[src/dport_pkg.sv]
// Shared constants, register map and state layout for the digital port block.
package dport_pkg;

  // ==========================================================================
  // Geometry
  // ==========================================================================
  localparam int NUM_PORTS = 4;
  localparam int PORT_BITS = 8;
  localparam int NUM_GROUPS = 2;

  // Lines that physically exist on each port; narrower ports clear their upper lines.
  localparam logic [31:0] LINE_MASK = 32'hffffffff;
  // Ports whose own handshake circuitry can latch data.
  localparam logic [3:0] HS_CAPABLE = 4'h3;
  // On the group-capable build handshaking is reached only through group setup.
  localparam logic GROUP_VARIANT = 1'b1;

  // ==========================================================================
  // Register map (byte addresses)
  // ==========================================================================
  localparam logic [7:0] ADDR_LINE_WR = 8'h00;
  localparam logic [7:0] ADDR_PORT_WR = 8'h04;
  localparam logic [7:0] ADDR_PORT_CFG = 8'h08;
  localparam logic [7:0] ADDR_GRP_CFG = 8'h0c;
  localparam logic [7:0] ADDR_GRP_WR0 = 8'h10;
  localparam logic [7:0] ADDR_GRP_WR1 = 8'h14;
  localparam logic [7:0] ADDR_ERR = 8'h18;
  localparam logic [7:0] ADDR_PORT_RD = 8'h1c;
  localparam logic [7:0] ADDR_HS_QUERY = 8'h20;
  localparam logic [7:0] ADDR_CFG_RD = 8'h24;

  // ==========================================================================
  // Field positions in write data
  // ==========================================================================
  localparam int F_STATE = 0;
  localparam int F_LINE_LSB = 4;
  localparam int F_PORT_LSB = 8;
  localparam int F_DIR = 0;
  localparam int F_MODE = 1;
  localparam int F_GSIZE_LSB = 0;
  localparam int F_GBASE_LSB = 4;
  localparam int F_GDIR = 6;
  localparam int F_GMODE = 7;
  localparam int F_GSEL = 8;

  // Error register bits.
  localparam int ERR_BIT_ANY = 0;
  localparam int ERR_BIT_WRITE = 1;
  localparam int ERR_BIT_CFG = 2;
  localparam int ERR_BIT_QUERY = 3;

  // ==========================================================================
  // State
  // ==========================================================================
  typedef struct packed {
    logic [31:0] out;
    logic [31:0] oe;
    logic [31:0] in_latch;
    logic [3:0] dir;
    logic [3:0] mode;
    logic [1:0][2:0] gsize;
    logic [1:0][1:0] gbase;
    logic [1:0] gdir;
    logic [1:0] gmode;
    logic [3:0] hs;
    logic hs_res;
    logic [3:0] err;
    logic [31:0] rdata;
  } state_type;

  // All ports input, no handshake, no group members.
  localparam state_type STATE_RESET = '0;

endpackage : dport_pkg

[src/group_word_mapper.sv]
// Spreads a group data word over the member ports, lowest port taking the highest byte in use.
`timescale 1ns/1ps
module group_word_mapper
  import dport_pkg::*;
(
  input wire logic [2:0] i_size,
  input wire logic [1:0] i_base,
  input wire logic [31:0] i_word,
  output logic [NUM_PORTS-1:0] o_en,
  output logic [31:0] o_data
);

  // ==========================================================================
  // Per-port lane selection
  // ==========================================================================
  for (genvar p = 0; p < NUM_PORTS; p++) begin : g_lane
    localparam logic [1:0] PIDX = 2'(p);
    logic [1:0] byte_idx;
    logic [31:0] shifted;
    // The highest member port takes byte 0, so the byte index counts down from it.
    assign byte_idx = i_base + i_size[1:0] - 2'h1 - PIDX;
    assign shifted = i_word >> {byte_idx, 3'b000};
    assign o_en[p] = (i_size != 3'h0) && ({2'b00, PIDX} >= {2'b00, i_base}) &&
                     ({2'b00, PIDX} < ({2'b00, i_base} + {1'b0, i_size}));
    assign o_data[8*p +: 8] = o_en[p] ? shifted[7:0] : 8'h00;
  end

endmodule : group_word_mapper

[src/digital_port_group_output.sv]
// Digital port block with per-port and group output writes over APB.
//
// The register offsets and the APB register port were decided locally.
`timescale 1ns/1ps
// Notes on behaviour
// - A one-port group takes the low eight bits of the word.
// - Two-port group: low byte to higher port, next byte to lower port.
// - Four-port group: bits 7:0 port 3 up to bits 31:24 port 0.
// - All ports of a group change together in one cycle.
// - Group write refused with error if group not output or empty.
// - Line write drives chosen line to state, other lines kept.
// - Line and port writes refused with error unless port is output and not in a group.
// - Data bit 0 drives line 0; narrow ports use only low bits.
// - Each port holds a direction: 0 input, 1 output.
// - Each port holds a mode: 0 plain, 1 latched handshake.
// - Port setup accepts handshake mode only on handshake-capable ports of a build without groups; group setup accepts it on any port.
// - Invalid port setup refused with error, old setup kept.
// - Port setup refused with error when port belongs to a group.
// - After reset all ports input, plain mode, no groups.
// - On the group build, individual setup offers only plain mode.
// - Handshake status shows latched input or taken output data.
// - Status query of non-handshake port returns 0 and error.
// - Reading an output port returns the levels it drives.
module digital_port_group_output
  import dport_pkg::*;
(
  input wire logic i_clk,
  input wire logic i_nrst,
  input wire logic i_psel,
  input wire logic i_penable,
  input wire logic i_pwrite,
  input wire logic [7:0] i_paddr,
  input wire logic [31:0] i_pwdata,
  output logic [31:0] o_prdata,
  output logic o_pready,
  output logic o_pslverr,
  input wire logic [31:0] i_port_in,
  input wire logic [3:0] i_stb,
  input wire logic [3:0] i_ack,
  output logic [31:0] o_port_out,
  output logic [31:0] o_port_oe,
  output logic o_err
);

  // ==========================================================================
  // Helpers
  // ==========================================================================
  function automatic logic [3:0] owns(input logic [2:0] size, input logic [1:0] base);
    logic [3:0] r;
    r = 4'h0;
    for (int p = 0; p < NUM_PORTS; p++) begin
      r[p] = (size != 3'h0) && (p >= int'(base)) && (p < int'(base) + int'(size));
    end
    return r;
  endfunction : owns

  // Group setting wins over the port's own setting while the port is a member.
  function automatic logic [3:0] eff_bits(input state_type s, input logic use_mode);
    logic [3:0] a;
    logic [3:0] b;
    logic [3:0] r;
    a = owns(s.gsize[0], s.gbase[0]);
    b = owns(s.gsize[1], s.gbase[1]);
    r = 4'h0;
    for (int p = 0; p < NUM_PORTS; p++) begin
      if (a[p]) begin
        r[p] = use_mode ? s.gmode[0] : s.gdir[0];
      end else if (b[p]) begin
        r[p] = use_mode ? s.gmode[1] : s.gdir[1];
      end else begin
        r[p] = use_mode ? s.mode[p] : s.dir[p];
      end
    end
    return r;
  endfunction : eff_bits

  function automatic logic [31:0] oe_of(input state_type s);
    logic [3:0] d;
    logic [31:0] r;
    d = eff_bits(s, 1'b0);
    r = 32'h0;
    for (int p = 0; p < NUM_PORTS; p++) begin
      r[8*p +: 8] = {8{d[p]}} & LINE_MASK[8*p +: 8];
    end
    return r;
  endfunction : oe_of

  // ==========================================================================
  // Decoded request
  // ==========================================================================
  state_type s_q;
  state_type s_d;
  logic acc_wr;
  logic acc_rd;
  logic setup_rd;
  logic mapped;
  logic [1:0] port_sel;
  logic [2:0] line_sel;
  logic [4:0] line_bit;
  logic [31:0] mask_sh;
  logic [7:0] lane_mask;
  logic [3:0] own0;
  logic [3:0] own1;
  logic [3:0] in_grp;
  logic [3:0] eff_dir;
  logic [3:0] eff_mode;
  logic port_out_ok;
  logic line_ok;
  logic mode_ok;
  logic cfg_ok;
  logic gsel;
  logic [2:0] gsize_new;
  logic [1:0] gbase_new;
  logic [3:0] new_own;
  logic gcfg_ok;
  logic gwr_addr;
  logic gidx;
  logic [2:0] gwr_size;
  logic gwr_ok;
  logic [3:0] grp_en;
  logic [31:0] grp_data;
  logic [31:0] grp_mask;
  logic refused;

  assign acc_wr = i_psel && i_penable && i_pwrite;
  assign acc_rd = i_psel && i_penable && !i_pwrite;
  assign setup_rd = i_psel && !i_penable && !i_pwrite;
  assign port_sel = i_pwdata[F_PORT_LSB +: 2];
  assign line_sel = i_pwdata[F_LINE_LSB +: 3];
  assign line_bit = {port_sel, line_sel};
  assign mask_sh = LINE_MASK >> {port_sel, 3'b000};
  assign lane_mask = mask_sh[7:0];
  assign own0 = owns(s_q.gsize[0], s_q.gbase[0]);
  assign own1 = owns(s_q.gsize[1], s_q.gbase[1]);
  assign in_grp = own0 | own1;
  assign eff_dir = eff_bits(s_q, 1'b0);
  assign eff_mode = eff_bits(s_q, 1'b1);

  // Group members are reachable only through group writes.
  assign port_out_ok = !in_grp[port_sel] && eff_dir[port_sel];
  assign line_ok = port_out_ok && lane_mask[line_sel];
  assign mode_ok = !i_pwdata[F_MODE] || (HS_CAPABLE[port_sel] && !GROUP_VARIANT);
  assign cfg_ok = !in_grp[port_sel] && mode_ok;

  assign gsel = i_pwdata[F_GSEL];
  assign gsize_new = i_pwdata[F_GSIZE_LSB +: 3];
  assign gbase_new = i_pwdata[F_GBASE_LSB +: 2];
  assign new_own = owns(gsize_new, gbase_new);
  // Size 0 (empty) or sizes 1, 2 and 4, naturally aligned, never overlapping the other group.
  assign gcfg_ok = ((gsize_new == 3'h0) || (gsize_new == 3'h1) ||
                    ((gsize_new == 3'h2) && !gbase_new[0]) ||
                    ((gsize_new == 3'h4) && (gbase_new == 2'h0))) &&
                   ((new_own & (gsel ? own0 : own1)) == 4'h0);

  assign gwr_addr = (i_paddr == ADDR_GRP_WR0) || (i_paddr == ADDR_GRP_WR1);
  assign gidx = (i_paddr == ADDR_GRP_WR1);
  assign gwr_size = s_q.gsize[gidx];
  assign gwr_ok = (gwr_size != 3'h0) && s_q.gdir[gidx];

  // Every refusal raises the summary bit, even when its detail bit is already set.
  assign refused = acc_wr && (((i_paddr == ADDR_LINE_WR) && !line_ok) ||
                   ((i_paddr == ADDR_PORT_WR) && !port_out_ok) ||
                   ((i_paddr == ADDR_PORT_CFG) && !cfg_ok) || ((i_paddr == ADDR_GRP_CFG) && !gcfg_ok) ||
                   (gwr_addr && !gwr_ok) || ((i_paddr == ADDR_HS_QUERY) && !eff_mode[port_sel]));

  group_word_mapper u_mapper (
    .i_size(gwr_size),
    .i_base(s_q.gbase[gidx]),
    .i_word(i_pwdata),
    .o_en(grp_en),
    .o_data(grp_data)
  );

  for (genvar p = 0; p < NUM_PORTS; p++) begin : g_gmask
    assign grp_mask[8*p +: 8] = {8{grp_en[p]}} & LINE_MASK[8*p +: 8];
  end

  always_comb begin
    if (i_paddr == ADDR_LINE_WR || i_paddr == ADDR_PORT_WR || i_paddr == ADDR_PORT_CFG) begin
      mapped = 1'b1;
    end else if (i_paddr == ADDR_GRP_CFG || gwr_addr || i_paddr == ADDR_ERR) begin
      mapped = 1'b1;
    end else if (i_paddr == ADDR_PORT_RD || i_paddr == ADDR_HS_QUERY || i_paddr == ADDR_CFG_RD) begin
      mapped = 1'b1;
    end else begin
      mapped = 1'b0;
    end
  end

  // ==========================================================================
  // Next state
  // ==========================================================================
  always_comb begin
    s_d = s_q;
    if (acc_wr) begin
      if (i_paddr == ADDR_LINE_WR) begin
        if (line_ok) begin
          s_d.out[line_bit] = i_pwdata[F_STATE];
        end else begin
          s_d.err[ERR_BIT_WRITE] = 1'b1;
        end
      end else if (i_paddr == ADDR_PORT_WR) begin
        if (port_out_ok) begin
          s_d.out[{port_sel, 3'b000} +: 8] = i_pwdata[7:0] & lane_mask;
          s_d.hs[port_sel] = 1'b0;
        end else begin
          s_d.err[ERR_BIT_WRITE] = 1'b1;
        end
      end else if (i_paddr == ADDR_PORT_CFG) begin
        if (cfg_ok) begin
          s_d.dir[port_sel] = i_pwdata[F_DIR];
          s_d.mode[port_sel] = i_pwdata[F_MODE];
          s_d.hs[port_sel] = 1'b0;
        end else begin
          s_d.err[ERR_BIT_CFG] = 1'b1;
        end
      end else if (i_paddr == ADDR_GRP_CFG) begin
        if (gcfg_ok) begin
          s_d.gsize[gsel] = gsize_new;
          s_d.gbase[gsel] = gbase_new;
          s_d.gdir[gsel] = i_pwdata[F_GDIR];
          s_d.gmode[gsel] = i_pwdata[F_GMODE];
        end else begin
          s_d.err[ERR_BIT_CFG] = 1'b1;
        end
      end else if (gwr_addr) begin
        if (gwr_ok) begin
          // One assignment for every member so no port moves ahead of another.
          s_d.out = (s_q.out & ~grp_mask) | (grp_data & grp_mask);
          s_d.hs = s_q.hs & ~grp_en;
        end else begin
          s_d.err[ERR_BIT_WRITE] = 1'b1;
        end
      end else if (i_paddr == ADDR_HS_QUERY) begin
        if (eff_mode[port_sel]) begin
          s_d.hs_res = s_q.hs[port_sel];
        end else begin
          s_d.hs_res = 1'b0;
          s_d.err[ERR_BIT_QUERY] = 1'b1;
        end
      end else if (i_paddr == ADDR_ERR) begin
        s_d.err = s_q.err & ~i_pwdata[3:0];
      end
    end
    // A clear only lowers bits, so it must never count as a new refusal.
    if (refused) begin
      s_d.err[ERR_BIT_ANY] = 1'b1;
    end
    if (acc_rd && i_paddr == ADDR_PORT_RD) begin
      s_d.hs = s_d.hs & ~(eff_mode & ~eff_dir);
    end
    // Handshake events are applied last so an event never loses to a clear.
    for (int p = 0; p < NUM_PORTS; p++) begin
      if (eff_mode[p] && !eff_dir[p] && i_stb[p]) begin
        s_d.hs[p] = 1'b1;
        s_d.in_latch[8*p +: 8] = i_port_in[8*p +: 8];
      end
      if (eff_mode[p] && eff_dir[p] && i_ack[p]) begin
        s_d.hs[p] = 1'b1;
      end
    end
    // Read data is captured in the setup cycle so the access phase needs no wait.
    if (setup_rd) begin
      if (i_paddr == ADDR_PORT_RD) begin
        for (int p = 0; p < NUM_PORTS; p++) begin
          if (eff_dir[p]) begin
            s_d.rdata[8*p +: 8] = s_q.out[8*p +: 8];
          end else if (eff_mode[p]) begin
            s_d.rdata[8*p +: 8] = s_q.in_latch[8*p +: 8];
          end else begin
            s_d.rdata[8*p +: 8] = i_port_in[8*p +: 8] & LINE_MASK[8*p +: 8];
          end
        end
      end else if (i_paddr == ADDR_CFG_RD) begin
        s_d.rdata = {8'h00, s_q.gmode, s_q.gdir, s_q.gbase[1], s_q.gbase[0], 1'b0, s_q.gsize[1],
                     1'b0, s_q.gsize[0], s_q.mode, s_q.dir};
      end else if (i_paddr == ADDR_ERR) begin
        s_d.rdata = {28'h0, s_q.err};
      end else if (i_paddr == ADDR_HS_QUERY) begin
        s_d.rdata = {31'h0, s_q.hs_res};
      end else begin
        s_d.rdata = 32'h0;
      end
    end
    s_d.oe = oe_of(s_d);
  end

  always_ff @(posedge i_clk) begin
    if (!i_nrst) begin
      s_q <= STATE_RESET;
    end else begin
      s_q <= s_d;
    end
  end

  assign o_prdata = s_q.rdata;
  assign o_pready = 1'b1;
  assign o_pslverr = i_psel && i_penable && !mapped;
  assign o_port_out = s_q.out;
  assign o_port_oe = s_q.oe;
  assign o_err = s_q.err[ERR_BIT_ANY];

  for (genvar p = 0; p < NUM_PORTS; p++) begin : g_hs_chk

  end
endmodule : digital_port_group_output

[config.mk]
export PLATFORM = sky130hd
export DESIGN_NAME = digital_port_group_output
export DESIGN_NICKNAME = d
export VERILOG_FILES = /design/src/dport_pkg.sv /design/src/group_word_mapper.sv /design/src/digital_port_group_output.sv
export SDC_FILE = /design/constraint.sdc
export NUM_CORES = 1
export LEC_CHECK = 0
export BUFFER_PORTS_ARGS = -buffer_cell sky130_fd_sc_hd__buf_2
export CAP_MARGIN = 30
export CORE_MARGIN = 10
export CORE_UTILIZATION = 35
export CTS_BUF_LIST = sky130_fd_sc_hd__clkbuf_4
export DETAILED_ROUTE_END_ITERATION = 10
export PLACE_DENSITY = 0.57
export SYNTH_ARGS = -nofsm -noshare
export SYNTH_HDL_FRONTEND = slang
export SYNTH_SLANG_ARGS = --single-unit
[constraint.sdc]
create_clock -name i_clk -period 7.8 [get_ports i_clk]
set_input_delay 1.95 -clock i_clk [delete_from_list [all_inputs] [get_ports i_clk]]
set_output_delay 1.95 -clock i_clk [all_outputs]
set_load 0.02 [all_outputs]
=== Word level (Yosys, flattened, before mapping) ===
Cells that the tools add are included.

* Add/sub/neg operators: 12
* Multiply operators: 0
* Div/mod/pow operators: 0
* Order comparisons: 50
* Equal/unequal tests: 34
* Shifts and indexed selects: 7
* Mux-type cells: 142
* Bitwise gates (word level): 22
* Reductions and logical operators: 135

{| class="wikitable"
|+ Operators by type and width
! cell !! count
|-
| $mux 32 || 9
|-
| $lt 1x32->1 const A || 5
|-
| $lt 2x32->1 const A || 5
|-
| $lt 3x32->1 const A || 5
|-
| $shr 32x5->8 || 4
|-
| $mux 8 || 14
|-
| $logic_and 1x1->1 || 82
|-
| $mux 4 || 17
|-
| $and 32x32->32 || 2
|-
| $bwmux 32 || 2
|-
| $mux 1 || 64
|-
| $mux 14 || 3
|-
| $eq 8x5->1 const B || 4
|-
| $not 32->32 || 1
|-
| $or 32x32->32 || 1
|-
| $reduce_and 8->1 || 4
|-
| $shift 8x7->32 const A || 1
|-
| $shiftx 8x7->32 || 1
|-
| $shr 32x5->8 const A || 1
|-
| $mux 31 || 1
|-
| $mux 29 || 1
|-
| $lt 2x4->1 const A || 7
|-
| $add 2x3->4 || 6
|-
| $and 4x4->4 || 6
|-
| other kinds (59) || 156
|}

* Flip-flop bits (word level): 152
* Bits in latches: 0
* RAM bits: 0
* Memory bits (read-only): 0
* Bits of input ports: 85
* Output and inout bits: 99
* Logic and storage cells: 423
* Memories kept: 0

=== Longest topological paths before layout ===
Gate-level depths: netlist (run 1).

* Depth after elaboration: 22
* Depth in mapped cells: 20
* Gate-level depth less buffers: 17

=== Hierarchy ===
Synthesis (run 1) repeated with hierarchy kept, for this count alone.

* Cells, all modules: 1261
* Area total of the unflattened synthesis: 10377.5 µm²

{| class="wikitable"
|+ By module, submodules not included
! module !! times used !! cells an instance !! area each (µm²)
|-
| digital_port_group_output || 1 || 1146 || 9106.2
|-
| group_word_mapper || 1 || 115 || 1271.2
|}

=== Least setup slack after synthesis (run 1) ===
No wires, ideal clock.

* Path type: input to register
* Start: input i_pwdata[1]
* End: register s_q, in the netlist o_port_oe[23]
* Library setup time: 0.123 ns
* Arrival time: 6.156 ns
* Data required time: 7.677 ns
* Path slack: 1.520 ns
* Stages on the path: 17
* Cell sequence: clkbuf_1 -> clkbuf_1 -> inv_1 -> fa_1 -> a211o_1 -> o21a_1 -> o21ai_1 -> a21oi_1 -> or2_2 -> nor4_1 -> buf_4 -> mux2_2 -> ha_1 -> fa_1 -> mux2_2 -> o221ai_1 -> mux2_1

{| class="wikitable"
|+ RTL lines
! item !! RTL line !! RTL
|-
| from (decl) || digital_port_group_output.sv:33 || <nowiki>input wire logic [31:0] i_pwdata,</nowiki>
|-
| to (signal assigned) || digital_port_group_output.sv:290 || <nowiki>s_q <= STATE_RESET;</nowiki>
|-
| to (signal assigned) || digital_port_group_output.sv:292 || <nowiki>s_q <= s_d;</nowiki>
|-
| to (decl) || digital_port_group_output.sv:91 || <nowiki>state_type s_q;</nowiki>
|}

==> results of run 1 <==
-- power by group through the flow --
stage | combinational (W) | clock (W) | sequential, W
after floorplan | 0.0000893 | 0 | 0.000690
after global placement | 0.000149 | 0 | 0.000691
after detailed placement | 0.000150 | 0 | 0.000691
after CTS | 0.000151 | 0.000565 | 0.000676
after global routing | 0.000166 | 0.000594 | 0.000677
final | 0.000153 | 0.000555 | 0.000676
-- cell type report --
type	count	area share, %
Tap cell	378	4.42
Multi-Input combinational cell	922	57.0
Timing Repair Buffer	203	10.0
Sequential cell	131	24.5
Antenna cell	2	0.0468
Clock inverter	15	1.91
Inverter	25	0.877
Clock buffer	17	1.19
-- worst paths after layout --
kind / start / slack (ps) / endpoint
worst min register to register: s_q[64] / 460 / s_q[64]
worst max register to register: s_q[47] / 2590 / o_port_oe[23]
worst max-delay path: i_pwdata[4] / 1670 / o_port_oe[23]
worst min-delay path: s_q[64] / 460 / s_q[64]
-- logic make-up after synthesis --
kind of cell	share of synthesized area (%)
AND/OR/NAND/NOR	19.4
flip-flops	26.6
multiplexers	15.8
adder cells (fa/ha/maj)	3.37
XOR/XNOR	0.0888
other	0.0380
buffers and inverters	11.7
AO/OA/AOI/OAI	23.0
-- stage by stage --
stage | std cells | power [W]
2_1_floorplan | 1260 | 0.000779
3_3_place_gp | 1656 | 0.000840
3_5_place_dp | 1659 | 0.000841
4_1_cts | 1691 | 0.00139
5_1_grt | 1693 | 0.00144
6_report | 1693 | 0.00138
-- cells in the final DEF, fill, tap and decap left out, types with 5 or more instances in the layout --
cell type / instances
a221oi_1: 40
a311oi_1: 8
a21o_1: 7
fa_1: 6
a31oi_1: 5
or3_1: 6
nor2b_1: 19
mux2_2: 27
a211oi_1: 27
mux4_2: 7
nor3_1: 19
nand2_1: 92
and2_1: 18
buf_4: 20
inv_1: 24
o211ai_1: 14
buf_2: 182
ha_1: 17
and3_1: 14
a21oi_1: 96
o21ai_0: 84
a22oi_1: 16
nand3_1: 23
o31ai_1: 8
nand4_1: 8
nor2_1: 168
o21a_1: 5
clkbuf_4: 17
and4_1: 6
nand2b_1: 8
dfxtp_1: 131
mux2i_1: 106
-- per-layer routing --
layer	vias up	routed length [um]	global-route usage [%]	share of wire (%)
met3	35	3440	5.10	9.0
met2	464	17000	32.2	45
met1	4644	17200	28.6	45
met4	0	464	4.09	1.2
met5	-	0	0	0
li1	4570	-	-	-
-- worst register-to-register path, stage by stage (launching register included) --
cell	delay [ps]
dfxtp_1	600
ha_1	280
fa_1	310
and2b_1	240
a31oi_2	180
o311ai_1	410
a21oi_1	190
or2_2	340
nor4_2	600
mux2i_1	420
inv_1	80
ha_1	210
fa_1	380
mux2_2	340
o221ai_1	200
mux2_1	330
==> metrics, run 1 <==
status complete, no violations; total congestion overflow 0; CTS Buffer Depth 2; CTS Sinks 131; worst hold slack 464 ps; Setup Skew 23.8 ps; Final Cell Area 0.0107 mm^2; CTS HTree Levels 4; Final Hold Viols 0; pre-CTS setup slack 1130 ps; GP Congestion 0.982; max-capacitance violation count 0; Largest stage delay, worst path 600 ps; total number of vias 9713; area of the multi-input gates 0.00610 mm^2; Tcrit/Tclk final 78.6%; Int Pwr 0.000980 W; fraction of layout cells with a size suffix above 1 21.8%; top post-synthesis cells by count 168 x nor2_1, 131 x dfxtp_1, 106 x mux2i_1, 99 x buf_4, 96 x a21oi_1; flops & latches, synth 131; Final WS setup 1670 ps; Synth top area share 26.6%; top cell type by total area after synthesis dfxtp_1; Avg Cell Area, Syn 7.83 um^2; Initial DRC Count 962; final setup vio count 0; Critical Path AT 6590 ps; synth warn 0; Critical Path End Type register; Comb pwr share 11.0%; Sw Ratio 29.2%; CP Depth 17; Starting Density 35.5%; Pleak 4.46 nW; # hold bufs at CTS 0; TNS Setup 0 ps; crit path kind in2reg; nets 1408; vias per cell 5.74; EDFF count, synth 0; fill count 3052; Seq pwr share 48.9%; Netlist cell types 75; full die area 0.0353 mm^2; first-pass GRT wire length 57.8 mm; slowest stage cell on the critical path nor4_2; Worst EP required 8260 ps; P&R area growth vs syn 8.45%; Reg area 0.00262 mm^2; Synth Flop Type dfxtp_1; die height 188 um; Setup crit start kind primary input; top cells by area, synth dfxtp_1 27%, mux2i_1 11%, buf_4 7.5%; crit path time final 6130 ps; vias in the first global route 9278; CTS resizes 0; wire per inst 22.5 um; Worst Path Buf+Inv 3; Slew Limit Fails 0; core area 0.0278 mm^2; worst reg2reg path depth 15; Tot GR Track Use 20.8%; Max VDD drop 0.0716 mV; largest net degree at the start of global routing 57; Fmax 163 MHz; Clock Power Share 40.1%; Worst slew margin 30.0%; Netlist Area Pre-Place 0.00987 mm^2; CTS clk-pin slew, worst paths 110 ps; Min-Delay Path Depth 2; Die X 188 um; TritonCTS clock tree done; cell family with most CP delay adder cells; pin slew with the least headroom to its limit 1050 ps; PwrDens 129 mW/mm^2; first-pass iteration count of the detailed router 7; Antenna Nets Post-Route 0; Root Buffer clkbuf_4; CP cell instances buf_2 -> ha_1 -> inv_1 -> fa_1 -> a211o_1 -> o21a_1 -> o21ai_1 -> a21oi_1 -> or2_2 -> nor4_2 -> mux2i_1 -> inv_1 -> ha_1 -> fa_1 -> mux2_2 -> o221ai_1 -> mux2_1; Routed WL 38.1 mm; Seq/Total Area, Yosys 26.6%; Synth async-reset ratio 0%; net count after synthesis 1368; hpwl dp 29.6 mm; hold crit path type reg2reg; Setup Fix Bufs, Post-CTS 0; placed cell areas 0.0104 mm^2; count leader, synth nor2_1; initial antenna violation count 2; Worst-Skew Late Latency 570 ps; Final Util 38.5%; TritonCTS buffer count 17; Top Ports 184; worst-path fanout max 18; Residual DRC 0; NetSw 0.000405 W; IO Port Bufs 182; Post-Syn Instances 1260; RSZ-0062 raised after global routing no; Site Rows 61
No activity file was read; power rests on OpenSTA's default activity.
==> run 2: changes to the inputs <==
- PLACE_DENSITY: 0.57 -> 0.59
- clock period: 7.8 -> 5.14 ns (I/O delays scaled with it)
==> run 2 against run 1 <==
Against the previous run: final cell count rose by 3.2%; non-clock buffer count increased by 55; setup slack got worse by 1400 ps; critical path depth is the same; utilization up 1.5 points; critical path type is now reg2reg; critical endpoint unchanged.
==> metrics, run 2 (synthesized netlist as in run 1, its figures left out) <==
Site Rows 61 (unchanged); Initial DRC Count 1276 (+33%); placed cell areas 0.0108 mm^2 (+4.7%); total power draw 0.00200 W (+44%); P&R area growth vs syn 12.7%; Final Hold Viols 0 (unchanged); Worst slew margin 39.3% (+9.4 points); area of the multi-input gates 0.00616 mm^2 (+1.0%); GP Congestion 0.980 (-0.19%); Tcrit/Tclk final 94.7%; vias per cell 5.70 (-0.60%); first-pass GRT wire length 58.9 mm (+1.8%); nets 1463 (+3.9%); Residual DRC 0 (unchanged); CTS HTree Levels 4 (unchanged); Die X 188 um (unchanged); Max VDD drop 0.112 mV (+57%); Pleak 4.71 nW (+5.5%); worst-path fanout max 5 (-13); Setup Fix Bufs, Post-CTS 0 (unchanged); full die area 0.0353 mm^2 (unchanged); Starting Density 35.5% (unchanged); CTS clk-pin slew, worst paths 130 ps (+20 ps); fin cells 1747 (+3.2%); initial antenna violation count 1 (-1); hold crit path type reg2reg; die height 188 um (unchanged); most frequent cells in the layout 182 x buf_2, 168 x nor2_1, 131 x dfxtp_1, 105 x mux2i_1, 96 x a21oi_1; Critical Path AT 5340 ps (-1250 ps); CTS Buffer Depth 2 (unchanged); crit path kind reg2reg; Final Cell Area 0.0111 mm^2 (+3.9%); Antenna Nets Post-Route 0 (unchanged); Setup crit start kind register; CTS resizes 0 (unchanged); status complete, no violations; vias in the first global route 9446 (+1.8%); largest net degree at the start of global routing 56 (-1.8%); max-capacitance violation count 0 (unchanged); Routed WL 38.8 mm (+1.9%); wire per inst 22.2 um (-1.3%); crit path time final 4870 ps; first-pass iteration count of the detailed router 8 (+1); final setup vio count 0 (unchanged); Reg area 0.00262 mm^2 (unchanged); Top Ports 184 (unchanged); Tot GR Track Use 21.2% (+0.45 points); IO Port Bufs 182 (unchanged); hpwl dp 30.3 mm (+2.4%); r2r setup slk 270 ps (-2320 ps); Fmax 205 MHz; Slew Limit Fails 0 (unchanged); Worst-Skew Late Latency 600 ps (+30 ps); core area 0.0278 mm^2 (unchanged); Placed Instances 1714 (+3.3%); fill count 2978 (-2.4%); PwrDens 180 mW/mm^2 (+39%); # hold bufs at CTS 0 (unchanged); Critical Path End Type register; fraction of layout cells with a size suffix above 1 25.7% (+3.9 points); TritonCTS buffer count 17 (unchanged); leading cell type in the layout, fill and taps excluded buf_2; Root Buffer clkbuf_4; Final Util 40.0% (+1.5 points); Setup Skew 35.1 ps (+11.3 ps); pin slew with the least headroom to its limit 902 ps (-144 ps); total number of vias 9963 (+2.6%); Worst EP required 5610 ps (-2650 ps); RSZ-0062 raised after global routing no; TritonCTS clock tree done; total congestion overflow 0 (unchanged); CTS Sinks 131 (unchanged)
-- run 2: changes by cell type in the layout (fill, tap and decap cells not counted), sizes merged, moves of 2 or more --
cell and change:
bufinv -3, clkinvlp +2, clkbuf +2, buf +55, clkinv -2
-- run 2: routing by layer --
layer	track usage [%]	part of all wire [%]	vias up
met1	29.2	45	4722
met3	5.27	9.2	64
met4	6.74	2.3	0
met2	31.7	44	484
li1	-	-	4693
met5	0	0	-
-- run 2: through the flow --
step | worst slack, ps | hold slack [ps] | setup TNS (ps)
floorplan | 28.3 | 431 | 0
global placement | -181 | 439 | -372
detailed placement | -248 | 446 | -705
CTS | 348 | 463 | 0
global route | 47.5 | 479 | 0
finish | 272 | 462 | 0
-- run 2: final cells by class --
| class | count | area share (%) |
|---|---|---|
| clock buffers | 19 | 1.28 |
| inverters | 25 | 0.844 |
| repair buffers | 258 | 13.4 |
| clock inverters | 13 | 1.16 |
| flip-flops and latches | 131 | 23.6 |
| multi-input cells | 922 | 55.4 |
| diodes | 1 | 0.0225 |
| well taps | 378 | 4.25 |
-- run 2: where the power goes --
group	total (W)	switching (W)	internal [W]
combinational	0.000252	0.000165	0.0000868
sequential	0.00103	0.00000353	0.00102
clock	0.000722	0.000463	0.000258
total	0.00200	0.000632	0.00137
-- run 2: final timing paths --
check	from	end	cells past startpoint
worst max-delay path	s_q[47]	o_port_oe[23]	17
worst min-delay path	s_q[67]	s_q[67]	2
worst max register to register	s_q[47]	o_port_oe[23]	17
worst min register to register	s_q[67]	s_q[67]	2
-- run 2: worst max-delay path, stage by stage (launching register included) --
cell	delay, ps
dfxtp_1	370
ha_1	240
fa_1	450
and2b_1	250
a31oi_2	320
o211ai_1	320
a2111oi_2	600
nor4_4	70
buf_4	170
mux2_4	220
ha_4	140
inv_2	40
fa_1	440
a211oi_1	260
mux2_4	210
a21oi_1	80
mux2_1	310
mux2_4	250
==> run 3: changes to the inputs <==
- REMOVE_ABC_BUFFERS: unset -> 1
==> run 3 against run 2 <==
Against the previous run: fmax increased by 1.3%; via count fell by 3.1%; sequential power is essentially flat; wire length decreased by 8.3%; design area decreased by 0.74%; largest power group unchanged.
==> metrics, run 3 (synthesized netlist as in run 1, its figures left out) <==
status complete, no violations; Starting Density 35.5% (unchanged); first-pass GRT wire length 54.7 mm (-7.0%); Worst Hold End s_q[64]; Residual DRC 0 (unchanged); Worst slew margin 35.1% (-4.2 points); P&R area growth vs syn 11.9%; vias in the first global route 9370 (-0.80%); Final Hold Viols 0 (unchanged); crit path kind in2reg; CTS resizes 0 (unchanged); CTS clk-pin slew, worst paths 140 ps (about the same); most frequent cells in the layout 182 x buf_2, 168 x nor2_1, 131 x dfxtp_1, 106 x mux2i_1, 96 x a21oi_1; Clock Power Share 38.5% (+2.4 points); Pleak 4.67 nW (-0.75%); Max VDD drop 0.116 mV (+3.3%); Setup Fix Bufs, Post-CTS 0 (unchanged); Site Rows 61 (unchanged); Tcrit/Tclk final 93.5% (-1.2 points); PwrDens 187 mW/mm^2 (+4.1%); # hold bufs at CTS 0 (unchanged); Root Buffer clkbuf_4; Int Pwr 0.00146 W (+6.5%); Sw Ratio 29.5% (-2.1 points); Critical Path AT 5290 ps (-50 ps); Min-Delay Path Depth 2 (unchanged); final setup vio count 0 (unchanged); total power draw 0.00207 W (+3.3%); hold crit path type reg2reg; worst reg2reg path depth 15 (-2); IO Port Bufs 182 (unchanged); Routed WL 35.6 mm (-8.3%); Worst EP required 5620 ps (about the same); RSZ-0062 raised after global routing no; wire per inst 20.5 um (-7.8%); worst-path fanout max 6 (+1); first-pass iteration count of the detailed router 5 (-3); vias per cell 5.55 (-2.6%); Initial DRC Count 894 (-30%); NetSw 0.000610 W (-3.5%); Fmax 208 MHz (+1.3%); initial antenna violation count 3 (+2); hpwl dp 27.5 mm (-9.3%); CTS Buffer Depth 2 (unchanged); max-capacitance violation count 0 (unchanged); die height 188 um (unchanged); Slew Limit Fails 0 (unchanged); Comb pwr share 11.8% (-0.8 points); TritonCTS buffer count 17 (unchanged); total congestion overflow 0 (unchanged); HP Start s_q[64]; pin slew with the least headroom to its limit 970 ps (+67.4 ps); GP Congestion 0.930 (-5.2%); leading cell type in the layout, fill and taps excluded buf_2; Antenna Nets Post-Route 0 (unchanged); Tot GR Track Use 19.3% (-1.9 points); fraction of layout cells with a size suffix above 1 24.5% (-1.2 points); r2r setup slk 370 ps (+100 ps); TritonCTS clock tree done; CTS Sinks 131 (unchanged); CTS HTree Levels 4 (unchanged); Critical Path End Type register; total number of vias 9652 (-3.1%); Setup Skew 26.4 ps (-8.74 ps); crit path time final 4810 ps (-62.4 ps); worst hold slack 469 ps (+6.67 ps); nets 1453 (-0.68%); largest net degree at the start of global routing 56 (unchanged); Critical Path Start i_pwdata[0]; reg-to-reg endpoint o_port_oe[23]; Die X 188 um (unchanged); R2R Path Start s_q[45]; Worst-Skew Late Latency 580 ps (-20 ps); full die area 0.0353 mm^2 (unchanged); core area 0.0278 mm^2 (unchanged); Setup crit start kind primary input; Seq pwr share 49.7% (-1.6 points); Top Ports 184 (unchanged)
[run 3: how the worst max path moves through the flow]
| stage | endpoint | slack, ps |
|---|---|---|
| 6_report | o_port_oe[23] | 330 |
| 5_1_grt | o_port_oe[23] | 120 |
| 4_1_cts | o_port_oe[23] | 370 |
| 3_5_place_dp | o_port_oe[23] | -260 |
| 3_3_place_gp | o_port_oe[23] | -250 |
| 2_1_floorplan | register | -1080 |
[run 3: metrics by stage]
step / setup TNS (ps) / util [%] / worst slack, ps / instances / area, um^2
2_1_floorplan: -31740 / - / -1080 / 1078 / 8800
3_3_place_gp: -614 / 38.6 / -251 / 1704 / 10700
3_5_place_dp: -651 / 38.6 / -260 / 1704 / 10700
4_1_cts: 0 / 39.7 / 368 / 1736 / 11000
5_1_grt: 0 / 39.7 / 118 / 1737 / 11000
6_report: 0 / 39.7 / 335 / 1738 / 11000
[run 3: power by group through the flow]
stage | clock, W | combinational [W] | sequential [W]
2_1_floorplan | 0 | 0.0000944 | 0.00106
3_3_place_gp | 0 | 0.000239 | 0.00105
3_5_place_dp | 0 | 0.000241 | 0.00105
4_1_cts | 0.000810 | 0.000242 | 0.00103
5_1_grt | 0.000853 | 0.000264 | 0.00103
6_report | 0.000794 | 0.000245 | 0.00103
[run 3: area by class of cell]
type / count / area, um^2
sequential: 131 / 2620
tap: 378 / 473
timing repair buffer: 248 / 1430
clock buffer: 18 / 135
antenna: 2 / 5.00
inverter: 25 / 93.8
fill: 2938 / 16700
clock inverter: 14 / 176
multi-input combinational: 922 / 6100
[run 3: critical path, stage by stage]
cell and delay, ps:
buf_2 90, ha_1 150, inv_1 60, fa_1 380, a211o_1 280, o21a_1 220
o21ai_1 110, a21oi_1 90, or2_2 350, nor4_2 260, buf_4 190, mux2_2 350
ha_1 230, fa_1 380, mux2_2 300, o221ai_1 220, mux2_1 340
[run 3: routing by layer]
layer	share of wire, %	routed length, um	vias to the layer above	GRT usage (%)
met3	6.3	2260	41	4.43
met5	0.036	13	-	0
met1	47	16800	4584	26.2
met2	44	15900	353	29.8
li1	-	-	4672	-
met4	2.0	707	2	5.63
